File: config.mk
export PLATFORM = sky130hd
export DESIGN_NAME = prl_router
export DESIGN_NICKNAME = d
export VERILOG_FILES = /design/src/pkg/prl_pkg.sv /design/src/verilog/prl_lock_seq.sv /design/src/verilog/prl_router.sv
export SDC_FILE = /design/constraint.sdc
export NUM_CORES = 1
export LEC_CHECK = 0
export ABC_AREA = 1
export BUFFER_PORTS_ARGS = -buffer_cell sky130_fd_sc_hd__buf_2
export CORE_ASPECT_RATIO = 0.9
export CORE_MARGIN = 3
export CORE_UTILIZATION = 59
export CTS_CLUSTER_SIZE = 8
export DETAILED_ROUTE_END_ITERATION = 8
export GPL_TIMING_DRIVEN = 0
export HOLD_SLACK_MARGIN = 0.05
export PLACE_DENSITY_LB_ADDON = 0.12
export RECOVER_POWER = 25
export SLEW_MARGIN = 30
export SYNTH_ARGS = -nofsm -noshare
export SYNTH_HDL_FRONTEND = slang
export SYNTH_SLANG_ARGS = --single-unit
File: constraint.sdc
create_clock -name clk_i -period 2.1 [get_ports clk_i]
set_input_delay 0.42 -clock clk_i [delete_from_list [all_inputs] [get_ports clk_i]]
set_output_delay 0.42 -clock clk_i [all_outputs]
set_load 0.03 [all_outputs]
File: src/pkg/prl_pkg.sv
// Constants and types shared by the pin router and its lock sequencer.
// Functional notes
// - While locked, every input and output routing write is ignored.
// - Lock bit changes only right after consecutive 55h then AAh lock writes.
// - Lock flag is bit 0, changed only by single-bit set or clear.
// - With one-shot config, one clear and one set allowed; then stays set.
// - Sleep entry or exit never alters any routing selection.
// - Power-on reset restores default routing; other resets keep selections.
// - Power-on reset also clears the recorded one-shot lock state.
package prl_pkg;

  // ****************************************************************
  // Lock register encoding
  // ****************************************************************
  localparam logic [7:0] UNLOCK_KEY_FIRST = 8'h55;
  localparam logic [7:0] UNLOCK_KEY_SECOND = 8'hAA;
  localparam logic [2:0] LOCK_FLAG_POS = 3'h0;
  localparam logic LOCK_FLAG_RST = 1'h0;
  localparam logic ONE_SHOT_USED_RST = 1'h0;

  // ****************************************************************
  // Routing selection layout
  // ****************************************************************
  localparam int SEL_W = 4;
  localparam int MAX_PORTS = 16;
  localparam int DEF_NUM_PINS = 8;
  localparam int DEF_NUM_IN = 4;
  localparam int DEF_NUM_OUT = 4;
  localparam logic [SEL_W-1:0] OUT_SEL_PORT = 4'h0;
  localparam logic SEL_DIR_IN = 1'h0;
  localparam logic SEL_DIR_OUT = 1'h1;

  typedef enum logic [1:0] {
    PRL_IDLE,
    PRL_GOT_FIRST,
    PRL_ARMED
  } prl_key_state_t;

endpackage : prl_pkg

File: src/verilog/prl_lock_seq.sv
// Unlock pattern detector, lock flag and one-shot lock record.
module prl_lock_seq
  import prl_pkg::*;
(
  input wire logic clk_i,
  input wire logic sys_rst_i,
  input wire logic warm_rst_i,
  input wire logic lock_wr_i,
  input wire logic [7:0] lock_wdata_i,
  input wire logic lock_bset_i,
  input wire logic lock_bclr_i,
  input wire logic [2:0] lock_bit_i,
  input wire logic other_wr_i,
  input wire logic one_shot_lock_cfg_i,
  output logic routing_locked_flag_o,
  output logic one_shot_used_o
);

  prl_key_state_t state_ff, nxt_state;
  logic locked_ff, nxt_locked;
  logic used_ff, nxt_used;

  // ****************************************************************
  // Next state
  // ****************************************************************
  always_comb begin
    nxt_state = state_ff;
    nxt_locked = locked_ff;
    nxt_used = used_ff;
    if (warm_rst_i || other_wr_i) begin
      nxt_state = PRL_IDLE;
    end else if (lock_wr_i) begin
      // A whole-byte write only advances the key; it never moves the flag.
      case (state_ff)
        PRL_IDLE: begin
          nxt_state = (lock_wdata_i == UNLOCK_KEY_FIRST) ? PRL_GOT_FIRST : PRL_IDLE;
        end
        PRL_GOT_FIRST: begin
          if (lock_wdata_i == UNLOCK_KEY_SECOND) begin
            nxt_state = PRL_ARMED;
          end else if (lock_wdata_i == UNLOCK_KEY_FIRST) begin
            nxt_state = PRL_GOT_FIRST;
          end else begin
            nxt_state = PRL_IDLE;
          end
        end
        PRL_ARMED: begin
          nxt_state = (lock_wdata_i == UNLOCK_KEY_FIRST) ? PRL_GOT_FIRST : PRL_IDLE;
        end
        default: begin
          nxt_state = PRL_IDLE;
        end
      endcase
    end else if (lock_bset_i || lock_bclr_i) begin
      nxt_state = PRL_IDLE;
      if (state_ff == PRL_ARMED && lock_bit_i == LOCK_FLAG_POS) begin
        if (lock_bset_i) begin
          nxt_locked = 1'b1;
        end else if (!(one_shot_lock_cfg_i && used_ff)) begin
          nxt_locked = 1'b0;
          nxt_used = used_ff | one_shot_lock_cfg_i;
        end
      end
    end
  end

  // Only power-on reset forgets the one-shot record, so a warm reset cannot reopen it.
  always_ff @(posedge clk_i) begin
    if (sys_rst_i) begin
      state_ff <= PRL_IDLE;
      locked_ff <= LOCK_FLAG_RST;
      used_ff <= ONE_SHOT_USED_RST;
    end else begin
      state_ff <= nxt_state;
      locked_ff <= nxt_locked;
      used_ff <= nxt_used;
    end
  end

  assign routing_locked_flag_o = locked_ff;
  assign one_shot_used_o = used_ff;
endmodule : prl_lock_seq

File: src/verilog/prl_router.sv
// Peripheral-to-pin router with lockable input and output routing selections.
module prl_router
  import prl_pkg::*;
#(
  parameter int NUM_PINS = DEF_NUM_PINS,
  parameter int NUM_IN = DEF_NUM_IN,
  parameter int NUM_OUT = DEF_NUM_OUT
) (
  input wire logic clk_i,
  input wire logic sys_rst_i,
  input wire logic warm_rst_i,
  input wire logic sleep_i,
  input wire logic one_shot_lock_cfg_i,
  input wire logic lock_wr_i,
  input wire logic [7:0] lock_wdata_i,
  input wire logic lock_bset_i,
  input wire logic lock_bclr_i,
  input wire logic [2:0] lock_bit_i,
  input wire logic ext_wr_i,
  input wire logic sel_wr_i,
  input wire logic sel_dir_i,
  input wire logic [SEL_W-1:0] sel_idx_i,
  input wire logic [SEL_W-1:0] sel_val_i,
  input wire logic [NUM_PINS-1:0] pin_i,
  input wire logic [NUM_PINS-1:0] port_data_i,
  input wire logic [NUM_PINS-1:0] port_oe_i,
  input wire logic [NUM_OUT-1:0] periph_out_i,
  input wire logic [NUM_OUT-1:0] periph_oe_i,
  output logic [NUM_IN-1:0] periph_in_o,
  output logic [NUM_PINS-1:0] pin_o,
  output logic [NUM_PINS-1:0] pin_oe_o,
  output logic routing_locked_flag_o,
  output logic one_shot_used_o
);

  // ****************************************************************
  // Elaboration checks
  // ****************************************************************
  // Index value MAX_PORTS-1 must stay free so the padded vectors below are never empty.
  if (NUM_PINS < 2 || NUM_PINS >= MAX_PORTS || NUM_IN < 1 || NUM_IN >= MAX_PORTS
      || NUM_OUT < 1 || NUM_OUT >= MAX_PORTS - 1) begin : g_bad_params
    $error("prl_router: pin or peripheral count out of range");
  end

  typedef logic [NUM_IN-1:0][SEL_W-1:0] prl_in_sel_t;
  typedef logic [NUM_PINS-1:0][SEL_W-1:0] prl_out_sel_t;

  function automatic logic pick_bit(input logic [MAX_PORTS-1:0] vec,
                                    input logic [SEL_W-1:0] idx);
    pick_bit = vec[idx];
  endfunction : pick_bit

  function automatic prl_in_sel_t in_sel_default();
    prl_in_sel_t d;
    d = '0;
    for (int i = 0; i < NUM_IN; i++) begin
      d[i] = SEL_W'(i % NUM_PINS);
    end
    in_sel_default = d;
  endfunction : in_sel_default

  localparam prl_in_sel_t IN_SEL_DEF = in_sel_default();
  localparam prl_out_sel_t OUT_SEL_DEF = '0;

  prl_in_sel_t in_sel_ff, nxt_in_sel;
  prl_out_sel_t out_sel_ff, nxt_out_sel;
  logic locked;
  logic sel_write_ok;

  // ****************************************************************
  // Lock sequencer
  // ****************************************************************
  prl_lock_seq u_lock (
    .clk_i(clk_i),
    .sys_rst_i(sys_rst_i),
    .warm_rst_i(warm_rst_i),
    .lock_wr_i(lock_wr_i),
    .lock_wdata_i(lock_wdata_i),
    .lock_bset_i(lock_bset_i),
    .lock_bclr_i(lock_bclr_i),
    .lock_bit_i(lock_bit_i),
    .other_wr_i(ext_wr_i | sel_wr_i),
    .one_shot_lock_cfg_i(one_shot_lock_cfg_i),
    .routing_locked_flag_o(locked),
    .one_shot_used_o(one_shot_used_o)
  );

  assign routing_locked_flag_o = locked;

  // ****************************************************************
  // Routing selections
  // ****************************************************************
  // Sleep has no path into this logic; the selections are plain state.
  // A bidirectional peripheral needs its input and output routed to one pin;
  // nothing here enforces that pairing.
  // Out-of-range values are dropped rather than clipped, so a bad write keeps the old route.
  assign sel_write_ok = sel_wr_i && !locked && !warm_rst_i;

  always_comb begin
    nxt_in_sel = in_sel_ff;
    nxt_out_sel = out_sel_ff;
    if (sel_write_ok) begin
      if (sel_dir_i == SEL_DIR_IN) begin
        for (int i = 0; i < NUM_IN; i++) begin
          if (sel_idx_i == SEL_W'(i) && sel_val_i < SEL_W'(NUM_PINS)) begin
            nxt_in_sel[i] = sel_val_i;
          end
        end
      end else begin
        for (int p = 0; p < NUM_PINS; p++) begin
          if (sel_idx_i == SEL_W'(p) && sel_val_i <= SEL_W'(NUM_OUT)) begin
            nxt_out_sel[p] = sel_val_i;
          end
        end
      end
    end
  end

  // A warm reset falls through to the hold branch, keeping the selections.
  always_ff @(posedge clk_i) begin
    if (sys_rst_i) begin
      in_sel_ff <= IN_SEL_DEF;
      out_sel_ff <= OUT_SEL_DEF;
    end else begin
      in_sel_ff <= nxt_in_sel;
      out_sel_ff <= nxt_out_sel;
    end
  end

  // ****************************************************************
  // Signal muxing
  // ****************************************************************
  logic [NUM_IN-1:0] nxt_periph_in, periph_in_ff;
  logic [NUM_PINS-1:0] nxt_pin, pin_ff;
  logic [NUM_PINS-1:0] nxt_pin_oe, pin_oe_ff;
  logic [MAX_PORTS-1:0] pin_vec, out_vec, oe_vec;

  assign pin_vec = {{(MAX_PORTS-NUM_PINS){1'b0}}, pin_i};
  assign out_vec = {{(MAX_PORTS-NUM_OUT){1'b0}}, periph_out_i};
  assign oe_vec = {{(MAX_PORTS-NUM_OUT){1'b0}}, periph_oe_i};

  // Output selection 0 keeps a pin on its port; selection k picks peripheral output k-1.
  // Writes above the peripheral count are refused, so the minus one never wraps in use.
  // Registering the mux adds one cycle of latency but keeps every output on a flop.
  always_comb begin
    nxt_periph_in = '0;
    nxt_pin = '0;
    nxt_pin_oe = '0;
    for (int i = 0; i < NUM_IN; i++) begin
      nxt_periph_in[i] = pick_bit(pin_vec, in_sel_ff[i]);
    end
    for (int p = 0; p < NUM_PINS; p++) begin
      if (out_sel_ff[p] == OUT_SEL_PORT) begin
        nxt_pin[p] = port_data_i[p];
        nxt_pin_oe[p] = port_oe_i[p];
      end else begin
        nxt_pin[p] = pick_bit(out_vec, SEL_W'(out_sel_ff[p] - 1'b1));
        nxt_pin_oe[p] = pick_bit(oe_vec, SEL_W'(out_sel_ff[p] - 1'b1));
      end
    end
  end

  always_ff @(posedge clk_i) begin
    if (sys_rst_i) begin
      periph_in_ff <= '0;
      pin_ff <= '0;
      pin_oe_ff <= '0;
    end else begin
      periph_in_ff <= nxt_periph_in;
      pin_ff <= nxt_pin;
      pin_oe_ff <= nxt_pin_oe;
    end
  end

  assign periph_in_o = periph_in_ff;
  assign pin_o = pin_ff;
  assign pin_oe_o = pin_oe_ff;
endmodule : prl_router
[After elaboration in Yosys (flattened, before gate mapping)]
Index checks and enable logic that the tools add are counted.
Word-level totals
  RAM bits: 0
  memories: 0
  output and inout port bits: 22
  bits in read-only memories: 0
  latch bits: 0
  logic and storage cells: 170
  register bits: 72
Operators by class
  multiply operators: 0
  add/subtract/negate cells: 8
  div/mod/pow operators: 0
  eq/ne operators: 12
  bitwise logic cells: 7
  order comparisons: 14
  shifts and indexed selects: 0
  reductions and logical operators: 48
  muxes and demuxes: 63
Operator list (number)
  binary-select mux 1 bit (select 4 bit): 20
  < comparator 4 x 5 -> 1 bit, second input constant: 12
  2-to-1 mux 1 bit: 39
  zero test 4 bit: 9
  AND reduction 3 bit: 12
  subtractor 4 x 1 -> 4 bit, second input constant: 8
  == test 4 x 3 -> 1 bit, second input constant: 4
  logical AND 1 bit: 16
  == test 4 x 2 -> 1 bit, second input constant: 2
  == test 8 x 7 -> 1 bit, second input constant: 1
  == test 8 bit, second input constant: 1
  2-to-1 mux 2 bit: 3
  AND reduction 6 bit: 1
  inverter 1 bit: 5
  AND reduction 5 bit: 1
  == test 4 x 1 -> 1 bit, second input constant: 1
  <= comparator 4 x 3 -> 1 bit, second input constant: 1
  < comparator 4 bit, second input constant: 1
  case mux 2 bit (2 select lines): 1
  OR reduction 2 bit: 2
  zero test 3 bit: 1
  == test 2 x 1 -> 1 bit, second input constant: 1
  == test 2 bit, second input constant: 1
  zero test 1 bit: 2
  5 further kinds: 7

[Longest topological paths before layout]
  depth after elaboration: 5
  depth in mapped cells: 8

[Cells and area by module]
A second synthesis with hierarchy kept.
Unflattened totals
  cell total of the unflattened synthesis: 664
  area total of the unflattened synthesis: 4063.9 um2
Modules (own cells, without submodules)
  prl_router: instances 1, area each 3784.9 um2, cells each 615
  prl_lock_seq: instances 1, area each 279.0 um2, cells each 49

[Worst setup path before layout]
Ideal clock, no wire load.
  path kind: reg-to-reg
  start: reg u_lock.locked_ff, in the netlist u_lock.routing_locked_flag_o
  end: reg in_sel_ff[14] (netlist bit)
  path buffers: 1
  arrival: 1.217 ns
  data required time: 1.987 ns
  period minus slack after synthesis: 1.329 ns
  setup time: 0.113 ns
  path slack: 0.771 ns
  cell stages (with the launch flop): 8
  cells stage by stage: dfxtp_1 inv_1 nand3_1 nor3_2 buf_2 nand3_1 nand2_1 nor2_1
Between the ends
  longest elaborated chain between the ends: 4
Ends and longest elaborated chain
  from (decl): line prl_lock_seq.sv:20  | logic locked_ff, nxt_locked;
  from (signal assigned): line prl_lock_seq.sv:75  | locked_ff <= nxt_locked;
  zero test 1 bit: line prl_router.sv:97  | assign sel_write_ok = sel_wr_i && !locked && !warm_rst_i;
  logical AND 1 bit (2 in series): line prl_router.sv:97
  AND reduction 3 bit (no line)
  to (signal assigned): line prl_router.sv:125  | in_sel_ff <= nxt_in_sel;
  to (decl): line prl_router.sv:65  | prl_in_sel_t in_sel_ff, nxt_in_sel;
No other way between the ends.
A chain may end at the register's enable or synchronous reset.

[Final worst setup path]
  start: reg out_sel_ff[12] (netlist bit)
  end: reg pin_oe_ff[3], in the netlist pin_oe_o[3]
Between the ends
  longest elaborated chain between the ends: 4
  elaborated cells between the ends (all ways): 5
Ends and longest elaborated chain
  from (decl): line prl_router.sv:66  | prl_out_sel_t out_sel_ff, nxt_out_sel;
  from (signal assigned): line prl_router.sv:126  | out_sel_ff <= nxt_out_sel;
  subtractor 4 x 1 -> 4 bit: line prl_router.sv:158  | nxt_pin_oe[p] = pick_bit(oe_vec, SEL_W'(out_sel_ff[p] - 1'b1));
  binary-select mux 1 bit (select 4 bit): line prl_router.sv:50  | pick_bit = vec[idx];
  2-to-1 mux 1 bit (not written as such): line prl_router.sv:50
  2-to-1 mux 1 bit (*): line prl_router.sv:153  | if (out_sel_ff[p] == OUT_SEL_PORT) begin
  to (signal assigned): line prl_router.sv:171  | pin_oe_ff <= nxt_pin_oe;
  to (decl): line prl_router.sv:135  | logic [NUM_PINS-1:0] nxt_pin_oe, pin_oe_ff;
Mark *: on every way between the ends. The rest lies on a longest branch, timed or not. The select of a mux whose other input is x is not followed.

==> results.toml <==
[critical_path]
crit_chain = "clkinv_1 -> ha_1 -> inv_1 -> nand3_1 -> nand2_1 -> nand3_1 -> a21oi_1"
path_class = "flop to flop"
crit_buf_inv = 2
crit_fanout = 8
cp.required_ns = 2.36
critPathMaxStageDelay_ns = 0.39
slowest_stage = "dfxtp_1"
path_common_cell = "nand3_1"
crit_family = "flip-flops"
startpoint_type = "flop"
end_kind = "flop"
cp.arrival_ns = 1.87

[timing]
fin_crit_ns = 1.62
holdWs_ns = 0.271
period_share = 0.769
rsz0062_at_grt = "no"
worst_pin_slew_ns = 0.693
slew_headroom = 0.538
fin_ws_ns = 0.485
hold_violations = 0
final-setup-viol-count = 0
finalClockSkew_ns = 0.00641
timing.fmax_ghz = 0.619
fin_tns_setup_ns = 0
final_max_slew_viol_count = 0

[place]
gp_congestion = 0.848
port_buffers = 81
dp_hpwl_um = 8140
dp_cells = 853
place_ws_ns = 0.405
place_area_um2 = 4630

[power_and_ir_drop]
fin_total_pwr_mw = 2.89
p_per_area_nw_per_um2 = 600
leakage_nw = 2.50
irDropWorstVdd_v = 0.000408

[min_path]
hp-class = "primary input to flop"

[synthesis]
synth_top_cell_area_share = 0.351
synth_largest_area_cell = "dfxtp_1"
synth_edf_count = 0
ys_warn_count = 0
ys_seq_elements = 72
syn-num-nets = 752
synthFlopType = "dfxtp_1"
yosysMostFrequentCell = "nand2_1"
synth.avg_cell_area_um2 = 6.02
synth-async-reset-ratio = 0
seq_area_frac_synth = 0.351
synth_area_leaders = "dfxtp_1 (35%), nand2_1 (19%), nand3_1 (13%)"
ys_types = 20
yosys-top-cells-count = "nand2_1 (211), nand3_1 (107), nor2_1 (102)"
syn-cell-area_um2 = 4110
syn_inst = 682

[cts]
clk_latency_ns = 0.36
clk_pin_slew_worst_paths_ns = 0.08
numCtsBuffers = 9
cts_root_buf = "clkbuf_8"
post_cts_buffers = 0
h-tree-depth = 3
cts_tree = "done"
cts_buffer_depth = 2
post_cts_resized = 0
clock_sinks = 72
postCtsHoldBufs = 0

[run]
max_cap_violations = 0

[layout]
drive_above_1_share = 0.117
synthToLayoutAreaGrowth_pct = 17.2
final_nets = 844
stdcell_count = 869
fin_area_um2 = 4810
fin_util = 0.723
antenna_cells = 0

[drt]
routed.top_layer = "met4"
first_iter_violations = 448
met2WireLength_um = 5260
drc_errors = 0
wl_um = 11200
m1WireLength_um = 4790
route.vias.total = 4633
avgRoutedWirePerCell_um = 12.9
detail-route-antenna-nets = 0
vias_per_cell = 5.33
dr.pass1.iters = 5
met3_length_um = 813

[floorplan]
die_area_um2 = 8000
initial_core_util = 0.617
die_h_um = 85.2
pin_count = 84
core_um2 = 6660
die_x_um = 94.0
rows = 28

[global_route]
grt_pass1_wl_um = 18600
antenna_found_initial = 0
grt_max_degree = 13
grt_pass1_vias = 4294
overflow = 0
grt_use_total = 0.291

[outcome]
status = "complete, no violations"
-- layout make-up --
class | instances | area, um2
Multi-Input combinational cell | 503 | 2250
Fill cell | 568 | 1840
Sequential cell | 72 | 1440
Timing Repair Buffer | 81 | 388
Inverter | 96 | 360
Clock buffer | 11 | 151
Tap cell | 90 | 113
Clock inverter | 5 | 55.1
Buffer | 11 | 51.3
-- state kept, by name, indices dropped and copies added, names as in the netlist --
register                      count
periph_in_o                       4
pin_oe_o                          8
pin_o                             8
u_lock.routing_locked_flag_o      1
u_lock.one_shot_used_o            1
u_lock.state_ff                   2
out_sel_ff                       32
in_sel_ff                        16
-- kinds of logic after synthesis --
kind of cell             Yosys count  synth area share
AO/OA/AOI/OAI                     39            0.0484
XOR/XNOR                           8            0.0171
adder cells (fa/ha/maj)            8            0.0244
buffers and inverters            107             0.100
flip-flops                        72             0.351
AND/OR/NAND/NOR                  448             0.459
-- worst paths after layout --
kind	depth (start not counted)	endpoint	slack, ns	start
hold / removal	2	in_sel_ff[15]	0.27	sys_rst_i
setup reg to reg	7	pin_oe_o[3]	0.48	out_sel_ff[12]
hold reg to reg	2	in_sel_ff[3]	0.45	in_sel_ff[3]
setup / recovery	7	pin_oe_o[3]	0.48	out_sel_ff[12]
-- report_power, final --
group          leakage, nW  switching, mW  internal (mW)
logic                 1.81          0.233          0.113
clock network        0.101          0.539          0.609
registers            0.586        0.00698           1.39
total                 2.50          0.779           2.11
-- cells in the final DEF (no fill, tap or decap), types with 10 or more instances in the layout --
cell,n
a21oi_1,28
buf_2,69
clkbuf_1,21
clkbuf_8,11
dfxtp_1,72
inv_1,87
nand2_1,211
nand3_1,107
nand4_1,17
nor2_1,102
o21ai_0,10
-- worst register-to-register path, delay by kind of cell, from the launching register on --
kind                       cells  cell delay [ns]
AOI/OAI and AO/OA              1             0.23
adders and majority gates      1             0.39
buffers and inverters          2             0.30
DFF                            1             0.39
and+or+nand+nor                3             0.21
-- layer usage --
layer | up-vias | GRT usage
li1 | 2339 | -
met1 | 2086 | 0.356
met2 | 169 | 0.488
met3 | 39 | 0.0665
met4 | 0 | 0.127
met5 | - | 0
(Power assumes the default switching activity.)
